===== config.mk =====
export PLATFORM = sky130hd
export DESIGN_NAME = sdvs_divider
export DESIGN_NICKNAME = d
export VERILOG_FILES = /design/src/common/sdvs_pkg.sv /design/src/logic/sdvs_negate16.sv /design/src/logic/sdvs_divider.sv
export SDC_FILE = /design/constraint.sdc
export NUM_CORES = 1
export LEC_CHECK = 0
export ABC_AREA = 0
export BUFFER_PORTS_ARGS = -buffer_cell sky130_fd_sc_hd__buf_4
export CAP_MARGIN = 20
export CORE_MARGIN = 1
export CORE_UTILIZATION = 61
export DETAILED_ROUTE_END_ITERATION = 7
export PLACE_DENSITY = 0.79
export SYNTH_ARGS = -nofsm -noshare
export SYNTH_HDL_FRONTEND = slang
export SYNTH_SLANG_ARGS = --single-unit

===== constraint.sdc =====
create_clock -name ref_clk -period 6.8 [get_ports ref_clk]
set_input_delay 1.02 -clock ref_clk [delete_from_list [all_inputs] [get_ports ref_clk]]
set_output_delay 1.02 -clock ref_clk [all_outputs]
set_load 0.05 [all_outputs]

===== src/common/sdvs_pkg.sv =====
// Shared constants and types of the signed divide sequencer.
// Assumes one 40 MHz clock and a host core that owns the register file.
package sdvs_pkg;

   // Data word width of the host datapath
   localparam int WORD_W = 16;

   // Pass counter width and entry value, octal 17 so that 16 passes run
   localparam int          CNT_W    = 4;
   localparam logic [3:0]  CNT_INIT = 4'hF;
   localparam logic [3:0]  CNT_STEP = 4'h1;
   localparam logic [3:0]  CNT_LAST = 4'h0;

   // Most negative sixteen-bit value, octal 100000
   localparam logic [15:0] MOST_NEG  = 16'h8000;
   localparam logic [15:0] WORD_ZERO = 16'h0000;

   // Condition code group, N Z V C from high bit to low bit
   typedef struct packed {
      logic n;   // Negative
      logic z;   // Zero
      logic v;   // Overflow
      logic c;   // Carry
   } sdvs_cc_s;

   // Reset value and divide-by-zero value of the codes
   localparam sdvs_cc_s CC_RESET    = 4'h0;
   localparam sdvs_cc_s CC_ZERO_DIV = 4'h7;

   // Sequencer states
   typedef enum logic [2:0] {
      S_IDLE  = 3'h0,   // Waiting for start
      S_ZTEST = 3'h1,   // Divisor zero test, dividend sign
      S_NEG   = 3'h2,   // Make dividend positive
      S_FIRST = 3'h3,   // First pass and overflow test
      S_LOOP  = 3'h4,   // Remaining passes
      S_CORR  = 3'h5,   // Remainder correction
      S_FIX   = 3'h6,   // Sign fix of remainder and quotient
      S_DONE  = 3'h7    // Hand codes and results to host
   } sdvs_state_e;

endpackage


===== src/logic/sdvs_negate16.sv =====
// Sixteen-bit negation slice: inverts a word and adds a carry in.
// Assumes chaining of two slices for a 32-bit two's complement.
`timescale 1ns/10ps
module sdvs_negate16 (
   // Operand and carry in
   input  wire logic [15:0] a,
   input  wire logic        cin,
   // Result and carry out
   output logic [15:0]      y,
   output logic             cout
);

   // Ones complement plus carry, with the carry out kept
   always_comb begin
      {cout, y} = {1'b0, ~a} + {16'h0000, cin};
   end

endmodule


===== src/logic/sdvs_divider.sv =====
// Signed 32 by 16 divide sequencer with non-restoring passes.
// Assumes the host supplies operands, writes results back, owns the status word.
`timescale 1ns/10ps
module sdvs_divider (
   // Clock and reset
   input  wire logic                       ref_clk,
   input  wire logic                       srst,
   // Host request and operands
   input  wire logic                       start,
   input  wire logic [sdvs_pkg::WORD_W-1:0] even_source_register,
   input  wire logic [sdvs_pkg::WORD_W-1:0] odd_companion_register,
   input  wire logic [sdvs_pkg::WORD_W-1:0] destination_operand_register,
   // Results toward the register file
   output logic [sdvs_pkg::WORD_W-1:0]      quotient_ff,
   output logic [sdvs_pkg::WORD_W-1:0]      remainder_ff,
   output logic                            even_we_ff,
   output logic                            odd_we_ff,
   // Status word transfer and completion
   output sdvs_pkg::sdvs_cc_s              psw_cc_ff,
   output logic                            psw_load_ff,
   output logic                            done_ff
);
   import sdvs_pkg::*;

   // Sequencer state
   sdvs_state_e        st_ff;                            // Current state
   sdvs_state_e        nxt_st;                           // Next state
   // Datapath registers
   logic [16:0]        partial_remainder_register_ff;    // Signed partial remainder
   logic [16:0]        nxt_prem;                         // Next remainder
   logic [15:0]        quotient_shift_register_ff;       // Low dividend, then quotient
   logic [15:0]        nxt_qsr;                          // Next quotient
   logic [15:0]        dest_ff;                          // Captured divisor
   logic [15:0]        nxt_dest;                         // Next divisor
   logic [3:0]         cnt_ff;                           // Pass counter
   logic [3:0]         nxt_cnt;                          // Next count
   logic               dividend_negative_flag_ff;        // Dividend sign
   logic               nxt_dvd_neg;                      // Next dividend sign
   sdvs_cc_s           local_condition_codes_ff;         // Local codes
   sdvs_cc_s           nxt_lcc;                          // Next local codes
   logic               wr_ok_ff;                         // Results to be written
   logic               nxt_wr_ok;                        // Next write grant
   // Output registers
   logic [15:0]        nxt_quot;                         // Next quotient out
   logic [15:0]        nxt_rem;                          // Next remainder out
   logic               nxt_even_we;                      // Next even write
   logic               nxt_odd_we;                       // Next odd write
   sdvs_cc_s           nxt_psw;                          // Next status codes
   logic               nxt_psw_load;                     // Next status load
   logic               nxt_done;                         // Next done
   // Arithmetic
   logic               divisor_sign_bit;                 // Divisor sign
   logic               low_quotient_bit;                 // Last quotient bit
   logic               remainder_sign_bit;               // Sign of partial remainder
   logic [16:0]        dsr_ext;                          // Sign-extended divisor
   logic [16:0]        shifted;                          // Remainder shifted with top bit
   logic               op_sub;                           // Subtract on this pass
   logic [16:0]        alu_res;                          // Pass result
   logic               alu_top_carry;                    // Quotient bit of this pass
   logic [16:0]        corr_res;                         // Corrected remainder
   logic [15:0]        neg_lo;                           // Negated low word or quotient
   logic [15:0]        neg_hi;                           // Negated high word or remainder
   logic               lo_cy;                            // Carry out of low negation
   logic               hi_cin;                           // Carry into high negation
   logic               signs_differ;                     // Quotient must be negative
   logic [15:0]        quot_val;                         // Signed quotient
   // Check helper
   logic [4:0]         loop_len_ff;                      // Loop cycles in a row
   logic [4:0]         nxt_loop_len;                     // Next loop cycle count

   // Add or subtract choice of one pass
   function automatic logic pick_sub(input logic first,
                                     input logic dsign,
                                     input logic qbit);
      // First pass looks at divisor sign only
      if (first) begin
         pick_sub = ~dsign;
      end else begin
         pick_sub = dsign ^ qbit;
      end
   endfunction

   // Sign and quotient bit taps
   assign divisor_sign_bit   = dest_ff[15];
   assign low_quotient_bit   = quotient_shift_register_ff[0];
   assign remainder_sign_bit = partial_remainder_register_ff[16];
   assign dsr_ext            = {dest_ff[15], dest_ff};

   // One division pass: shift left, add or subtract, quotient bit out
   always_comb begin
      shifted       = {partial_remainder_register_ff[15:0],
                       quotient_shift_register_ff[15]};
      op_sub        = pick_sub(st_ff == S_FIRST, divisor_sign_bit,
                               low_quotient_bit);
      if (op_sub) begin
         alu_res = shifted - dsr_ext;
      end else begin
         alu_res = shifted + dsr_ext;
      end
      alu_top_carry = ~alu_res[16];
   end

   // Correction upward by the divisor magnitude
   always_comb begin
      if (divisor_sign_bit) begin
         corr_res = partial_remainder_register_ff - dsr_ext;
      end else begin
         corr_res = partial_remainder_register_ff + dsr_ext;
      end
   end

   // Low carry feeds high only while negating the dividend
   assign hi_cin = (st_ff == S_NEG) ? lo_cy : 1'b1;

   // Low slice: dividend low word, later the quotient
   sdvs_negate16 u_neg_lo (
      .a    (quotient_shift_register_ff),
      .cin  (1'b1),
      .y    (neg_lo),
      .cout (lo_cy)
   );

   // High slice: dividend high word, later the remainder
   sdvs_negate16 u_neg_hi (
      .a    (partial_remainder_register_ff[15:0]),
      .cin  (hi_cin),
      .y    (neg_hi),
      .cout ()
   );

   // Quotient sign from operand signs
   assign signs_differ = dividend_negative_flag_ff ^ divisor_sign_bit;
   assign quot_val     = signs_differ ? neg_lo : quotient_shift_register_ff;

   // Next-state and datapath decisions
   always_comb begin
      nxt_st       = st_ff;
      nxt_prem     = partial_remainder_register_ff;
      nxt_qsr      = quotient_shift_register_ff;
      nxt_dest     = dest_ff;
      nxt_cnt      = cnt_ff;
      nxt_dvd_neg  = dividend_negative_flag_ff;
      nxt_lcc      = local_condition_codes_ff;
      nxt_wr_ok    = wr_ok_ff;
      nxt_quot     = quotient_ff;
      nxt_rem      = remainder_ff;
      nxt_even_we  = 1'b0;
      nxt_odd_we   = 1'b0;
      nxt_psw      = psw_cc_ff;
      nxt_psw_load = 1'b0;
      nxt_done     = 1'b0;
      case (st_ff)
         // Capture operands on start
         S_IDLE: begin
            if (start) begin
               nxt_prem  = {1'b0, even_source_register};
               nxt_qsr   = odd_companion_register;
               nxt_dest  = destination_operand_register;
               nxt_cnt   = CNT_INIT;
               nxt_wr_ok = 1'b0;
               nxt_st    = S_ZTEST;
            end
         end
         // Zero divisor skips the division
         S_ZTEST: begin
            if (dest_ff == WORD_ZERO) begin
               nxt_lcc = CC_ZERO_DIV;
               nxt_st  = S_DONE;
            end else begin
               nxt_lcc.n   = partial_remainder_register_ff[15];
               nxt_dvd_neg = partial_remainder_register_ff[15];
               nxt_st      = S_NEG;
            end
         end
         // Negative dividend made positive
         S_NEG: begin
            nxt_st = S_FIRST;
            if (dividend_negative_flag_ff) begin
               nxt_prem = {1'b0, neg_hi};
               nxt_qsr  = neg_lo;
               if (neg_hi[15]) begin
                  nxt_lcc.z = 1'b0;
                  nxt_lcc.v = 1'b1;
                  nxt_lcc.c = 1'b0;
                  nxt_st    = S_DONE;
               end
            end
         end
         // First pass, then overflow test
         S_FIRST: begin
            nxt_prem = alu_res;
            nxt_qsr  = {quotient_shift_register_ff[14:0], alu_top_carry};
            nxt_cnt  = cnt_ff - CNT_STEP;
            if (alu_top_carry) begin
               nxt_lcc.z = 1'b0;
               nxt_lcc.v = 1'b1;
               nxt_lcc.c = 1'b0;
               nxt_st    = S_DONE;
            end else begin
               nxt_lcc.c = 1'b0;
               nxt_st    = S_LOOP;
            end
         end
         // Remaining passes until count runs out
         S_LOOP: begin
            nxt_prem = alu_res;
            nxt_qsr  = {quotient_shift_register_ff[14:0], alu_top_carry};
            nxt_cnt  = cnt_ff - CNT_STEP;
            if (cnt_ff == CNT_LAST) begin
               nxt_st = S_CORR;
            end
         end
         // Excess operation undone when last bit is zero
         S_CORR: begin
            if (!low_quotient_bit) begin
               nxt_prem = corr_res;
            end
            nxt_st = S_FIX;
         end
         // Sign fix of both results
         S_FIX: begin
            nxt_st = S_DONE;
            if (signs_differ && (neg_lo == MOST_NEG)) begin
               nxt_lcc.v = 1'b1;
               nxt_lcc.z = 1'b0;
               nxt_lcc.c = 1'b0;
            end else begin
               nxt_quot  = quot_val;
               if (dividend_negative_flag_ff) begin
                  nxt_rem = neg_hi;
               end else begin
                  nxt_rem = partial_remainder_register_ff[15:0];
               end
               nxt_lcc.n = quot_val[15];
               nxt_lcc.z = (quot_val == WORD_ZERO);
               nxt_lcc.v = 1'b0;
               nxt_lcc.c = 1'b0;
               nxt_wr_ok = 1'b1;
            end
         end
         // Results and codes handed over together
         S_DONE: begin
            nxt_even_we  = wr_ok_ff;
            nxt_odd_we   = wr_ok_ff;
            nxt_psw      = local_condition_codes_ff;
            nxt_psw_load = 1'b1;
            nxt_done     = 1'b1;
            nxt_st       = S_IDLE;
         end
         // Unused code returns to idle
         default: begin
            nxt_st = S_IDLE;
         end
      endcase
   end

   // State registers
   always_ff @(posedge ref_clk) begin
      if (srst) begin
         st_ff                         <= S_IDLE;
         partial_remainder_register_ff <= 17'h00000;
         quotient_shift_register_ff    <= WORD_ZERO;
         dest_ff                       <= WORD_ZERO;
         cnt_ff                        <= CNT_LAST;
         dividend_negative_flag_ff     <= 1'b0;
         local_condition_codes_ff      <= CC_RESET;
         wr_ok_ff                      <= 1'b0;
         quotient_ff                   <= WORD_ZERO;
         remainder_ff                  <= WORD_ZERO;
         even_we_ff                    <= 1'b0;
         odd_we_ff                     <= 1'b0;
         psw_cc_ff                     <= CC_RESET;
         psw_load_ff                   <= 1'b0;
         done_ff                       <= 1'b0;
      end else begin
         st_ff                         <= nxt_st;
         partial_remainder_register_ff <= nxt_prem;
         quotient_shift_register_ff    <= nxt_qsr;
         dest_ff                       <= nxt_dest;
         cnt_ff                        <= nxt_cnt;
         dividend_negative_flag_ff     <= nxt_dvd_neg;
         local_condition_codes_ff      <= nxt_lcc;
         wr_ok_ff                      <= nxt_wr_ok;
         quotient_ff                   <= nxt_quot;
         remainder_ff                  <= nxt_rem;
         even_we_ff                    <= nxt_even_we;
         odd_we_ff                     <= nxt_odd_we;
         psw_cc_ff                     <= nxt_psw;
         psw_load_ff                   <= nxt_psw_load;
         done_ff                       <= nxt_done;
      end
   end

   // Loop cycles in a row, so the pass check needs no long repetition
   always_comb begin
      nxt_loop_len = (st_ff == S_LOOP) ? (loop_len_ff + 5'h01) : 5'h00;
   end

   // Loop cycle counter register
   always_ff @(posedge ref_clk) begin
      if (srst) begin
         loop_len_ff <= 5'h00;
      end else begin
         loop_len_ff <= nxt_loop_len;
      end
   end
endmodule


==> results of run 1 <==
## worst max path at each step
stage | endpoint | cells past startpoint
after global routing | quotient_shift_register_ff[0] | 14
after CTS | quotient_shift_register_ff[0] | 14
after global placement | quotient_shift_register_ff[0] | 14
after floorplan | quotient_shift_register_ff[0] | 17
after detailed placement | quotient_shift_register_ff[0] | 14
final | local_condition_codes_ff[2] | 14
## registers in the layout (all words and copies together), names as in the netlist
signal	cells
quotient_shift_register_ff	16
st_ff	3
dest_ff	16
odd_we_ff	1
partial_remainder_register_ff	16
quotient_ff	16
dividend_negative_flag_ff	1
psw_cc_ff	4
remainder_ff	16
cnt_ff	4
wr_ok_ff	1
local_condition_codes_ff	4
done_ff	1
## final cells by class
class	instances	area share, %
Sequential cell	99	22.2
Timing Repair Buffer	99	8.34
Tap cell	172	2.42
Clock buffer	10	2.68
Inverter	25	1.05
Multi-Input combinational cell	865	62.6
Clock inverter	6	0.674
## kinds of logic (layout without fill, tap and decap cells)
family / Yosys count / in the layout
and+or+nand+nor: 439 / 439
DFF: 99 / 99
AOI/OAI and AO/OA: 286 / 286
xor gates and xnor gates: 86 / 86
adders and majority gates: 40 / 40
buffers and inverters: 97 / 140
muxes: 14 / 14
## metrics by stage
step | hold slack, ns | cell area (um^2) | total power [mW] | utilization (%) | std cells
2_1_floorplan | 0.431 | 7950 | 3.62 | - | 1061
3_3_place_gp | 0.444 | 8610 | 4.33 | 67.9 | 1260
3_5_place_dp | 0.442 | 8610 | 4.37 | 67.9 | 1260
4_1_cts | 0.460 | 8910 | 4.92 | 70.3 | 1276
5_1_grt | 0.486 | 8910 | 5.39 | 70.3 | 1276
6_report | 0.456 | 8910 | 4.99 | 70.3 | 1276
## synth_stat cells, drive strengths merged, types with 10 or more instances
master  instances
o21ai          50
nor2b          12
nand2         126
o31ai          11
o211ai         10
a21o           11
ha             38
nor3           41
clkbuf         58
inv            23
o21a           12
nand3          23
xnor2          49
mux2i          11
a221oi         16
nor2          151
buf            14
and2           11
a211oi         39
nand4          10
a21oi          66
or3            13
xor2           37
dfxtp          99
## worst max-delay path, stage by stage, from the launching register on
cell and delay (ns):
dfxtp_1 0.88, nand2_1 0.22, nor2_1 0.31, nor2_1 0.20, xnor2_1 0.55, o21ai_0 0.32
fa_1 0.49, nand2b_1 0.18, a21o_1 0.17, a31oi_1 0.39, a21oi_1 0.13, o311ai_1 0.72
a21oi_1 0.24, a211oi_1 0.21, nor3_1 0.08
## report_power, final
part	switching, mW	internal, mW	total (mW)
Clock	0.263	0.270	0.533
Combinational	2.04	1.38	3.41
Sequential	0.325	0.714	1.04
Total	2.63	2.36	4.99
## layer usage
metal,wire [um],track usage (%)
met1,9070,39.2
met2,10600,57.8
met4,708,14.2
met3,1450,5.92
met5,0,0
==> impl_metrics.yaml, run 1 <==
outcome:
  status: "completed"
clocking:
  post_cts_buffers: 0
  cts_htree_levels: 3
  ctsResizeCount: 0
  clock_sinks: 99
  clkTransAtPathRegs_ns: 0.08
  clock_latency_ns: 0.36
  ctsHoldBuffers: 0
  cts_made_buffers: 9
  root_buffer: "clkbuf_16"
  cts_tree: "built"
  clockBufferDepth: 2
cells_and_area:
  syn_to_final_growth_pct: 12.0
  final_cell_mix: "151 x nor2_1, 126 x nand2_1, 99 x dfxtp_1, 99 x buf_4, 64 x a21oi_1"
  multi_input_area_um2: 5580
  seq_area_um2: 1980
  antennaDiodeCount: 0
  nets: 1190
  nFillCells: 1146
  final_layout_size_suffix_gt1_share_pct: 14.6
  final_common_cell: "nor2_1"
timing:
  fin_ws_ns: 1.53
  drv_slew: 0
  finalHoldViolations: 0
  slew_headroom_pct: 24.7
  period_needed_ns: 5.27
  worst_pin_slew_ns: 1.12
  setup_violations: 0
  fmax_mhz: 190
  rsz0062_at_grt: "no"
  finClkSkew_ns: 0.00921
  setup_tns_ns: 0
  period_share_pct: 77.5
logic_synthesis:
  netlist_instances: 1061
  synth-xor-area-share_pct: 9.47
  synthAdderAreaFrac_pct: 6.48
  synth_edf_count: 0
  synth_compound_area_share_pct: 26.3
  yosys.area_share.simple_pct: 25.8
  synthesis.area_um2: 7950
  avgSynthCellArea_um2: 7.50
  ys.flop_type: "dfxtp_1"
  netlist_top_cells_area: "dfxtp_1 25%, nor2_1 7.1%, ha_1 6.0%"
  ys_ff_latch: 99
  ys_warn_count: 0
  synth_nets: 1152
  yosysTopAreaCellShare_pct: 24.9
  ys_seq_area_share_pct: 24.9
  synth_top_family_by_area: "compound AO/OA/AOI/OAI gates"
  synthMuxAreaShare_pct: 1.81
  synth_top_area_cell: "dfxtp_1"
  synth-async-reset-ratio_pct: 0
  synth_cell_type_count: 76
worst_hold_path:
  hold_end: "odd_we_ff"
  hold_class: "register to register"
  holdPathStages: 1
  holdCritStartpoint: "wr_ok_ff"
power_and_ir_drop:
  leakagePower_nw: 3.46
  power_density_nw_per_um2: 560
  ir_worst_vdd_v: 0.000308
placement:
  post-place-ws_ns: 1.71
  io_buffers: 90
  hpwl_um: 15700
  place.gp.congestion: 0.936
routing:
  wl_per_cell_um: 17.1
  postRouteAntennaNets: 0
  via_per_inst: 6.22
  dr.pass1.iters: 8
  vias: 7931
  wl_um: 21900
  drc: 0
  drt_iter0_markers: 814
global_routing:
  track_usage_pct: 32.8
  grt_pass1_wl_um: 34700
  antenna_found_initial: 0
  grt_max_degree: 66
  grt_pass1_vias: 7162
  overflow: 0
job:
  maxCapViolations: 0
die:
  dieWidth_um: 116
  fp.dieH_um: 116
  ios: 91
  start_util_pct: 62.8
  dieArea_um2: 13500
  coreArea_um2: 12700
  placement_rows: 41
critical_path:
  crit_path_start_kind: "register"
  r2r_start: "st_ff[0]"
  end_kind: "register"
  path_max_fanout: 23
  critPathArrivalTime_ns: 5.47
  r2r_slack_ns: 1.53
  reg2reg_depth: 14
  r2r_end: "local_condition_codes_ff[2]"
  startpoint: "st_ff[0]"
  crit_type: "register to register"
  required_ns: 7.01
Note: power is estimated with default switching activity, not from simulation.
==> run 2, diff against run 1 <==
Settings changed: CORE_UTILIZATION 61 to 54, PLACE_DENSITY 0.79 to 0.74.
Clock period 6.8 ns to 4.8 ns, I/O delays scaled along.
==> run 2 against run 1 <==
Against the previous run: global-route usage is 2.5 points lower; design area up 1.3%; total power rose by 43%; register-to-register slack got worse by 1.0 ns; utilization fell by 6.3 points; clock power grew 46%; wire length rose by 2.5%; flip-flop and latch count unchanged.
==> impl_metrics.yaml, run 2 (synthesis gave the netlist of run 1 again) <==
routing:
  drt_iter0_markers: 734
  vias: 7954
  postRouteAntennaNets: 0
  wl_um: 22400
  dr.pass1.iters: 5
  drc: 0
  wl_per_cell_um: 17.3
  via_per_inst: 6.13
global_routing:
  antenna_found_initial: 0
  grt_pass1_wl_um: 36000
  overflow: 0
  grt_max_degree: 55
  track_usage_pct: 30.4
  grt_pass1_vias: 7242
timing:
  period_share_pct: 89.0
  slew_headroom_pct: 33.3
  worst_pin_slew_ns: 0.997
  fin_ws_ns: 0.526
  period_needed_ns: 4.27
  setup_violations: 0
  finClkSkew_ns: 0.00793
  fmax_mhz: 234
  rsz0062_at_grt: "no"
  setup_tns_ns: 0
  drv_slew: 0
  finalHoldViolations: 0
cells_and_area:
  final_util_pct: 64.0
  final_cell_area_um2: 9030
  syn_to_final_growth_pct: 13.5
  multi_input_area_um2: 5580
  final_layout_size_suffix_gt1_share_pct: 15.6
  antennaDiodeCount: 0
  final_common_cell: "nor2_1"
  final_cell_mix: "151 x nor2_1, 126 x nand2_1, 112 x buf_4, 99 x dfxtp_1, 64 x a21oi_1"
  nFillCells: 1288
  finalNonFillerCells: 1297
  nets: 1203
  seq_area_um2: 1980
worst_hold_path:
  hold_class: "register to register"
  holdPathStages: 1
power_and_ir_drop:
  ir_worst_vdd_v: 0.000411
  leakagePower_nw: 3.53
  power_density_nw_per_um2: 792
clocking:
  post_cts_buffers: 0
  clkTransAtPathRegs_ns: 0.08
  clock_sinks: 99
  clockBufferDepth: 2
  clock_latency_ns: 0.37
  cts_made_buffers: 9
  ctsResizeCount: 0
  ctsHoldBuffers: 0
  root_buffer: "clkbuf_16"
  cts_htree_levels: 3
  cts_tree: "built"
die:
  coreArea_um2: 14100
  dieArea_um2: 15200
  placement_rows: 43
  dieWidth_um: 123
  start_util_pct: 56.4
  fp.dieH_um: 123
  ios: 91
critical_path:
  critPathArrivalTime_ns: 4.51
  required_ns: 5.03
  r2r_slack_ns: 0.53
  reg2reg_depth: 15
  crit_path_start_kind: "register"
  end_kind: "register"
  path_max_fanout: 13
  crit_type: "register to register"
placement:
  post-place-ws_ns: 0.610
  place_area_um2: 8720
  dp_cells: 1281
  hpwl_um: 16200
  place.gp.congestion: 0.933
  io_buffers: 90
outcome:
  status: "completed"
job:
  maxCapViolations: 0
[run 2: worst max-delay path, cell delays in order (launching register included)]
cell and delay [ns]:
dfxtp_1 0.46, inv_1 0.14, ha_1 0.23, nor4b_4 0.26, nand4b_1 0.21, o31ai_1 0.31
ha_1 0.26, ha_1 0.30, nor4b_1 0.57, nand3_1 0.32, nor3_1 0.29, xnor2_1 0.10
a221oi_1 0.26, nor2_1 0.09, a221oi_1 0.23, a31oi_1 0.11
[run 2: area by class of cell]
cell class / instances / share of cell area [%]
Tap cell: 180 / 2.50
Clock buffer: 9 / 2.50
Clock inverter: 7 / 0.929
Timing Repair Buffer: 112 / 9.32
Sequential cell: 99 / 22.0
Multi-Input combinational cell: 865 / 61.8
Inverter: 25 / 1.04
[run 2: through the flow]
step	hold WS (ns)	power (mW)
final	0.463	7.15
after global routing	0.492	7.75
after CTS	0.465	7.06
after detailed placement	0.447	6.24
after global placement	0.447	6.21
after floorplan	0.431	5.12
[run 2: per-layer routing]
layer	global-route usage, %	vias up	wire length (um)
met5	0	-	0
met1	39.3	3696	9880
li1	-	3931	-
met2	50.1	271	10500
met3	3.92	56	1280
met4	13.7	0	765
[run 2: final timing paths]
kind | start | end
max | quotient_shift_register_ff[0] | partial_remainder_register_ff[14]
min | wr_ok_ff | odd_we_ff
max reg2reg | quotient_shift_register_ff[0] | partial_remainder_register_ff[14]
min reg2reg | wr_ok_ff | odd_we_ff
[run 2: power by group]
group / internal, mW / switching [mW]
Clock: 0.379 / 0.397
Sequential: 1.01 / 0.399
Combinational: 2.01 / 2.95
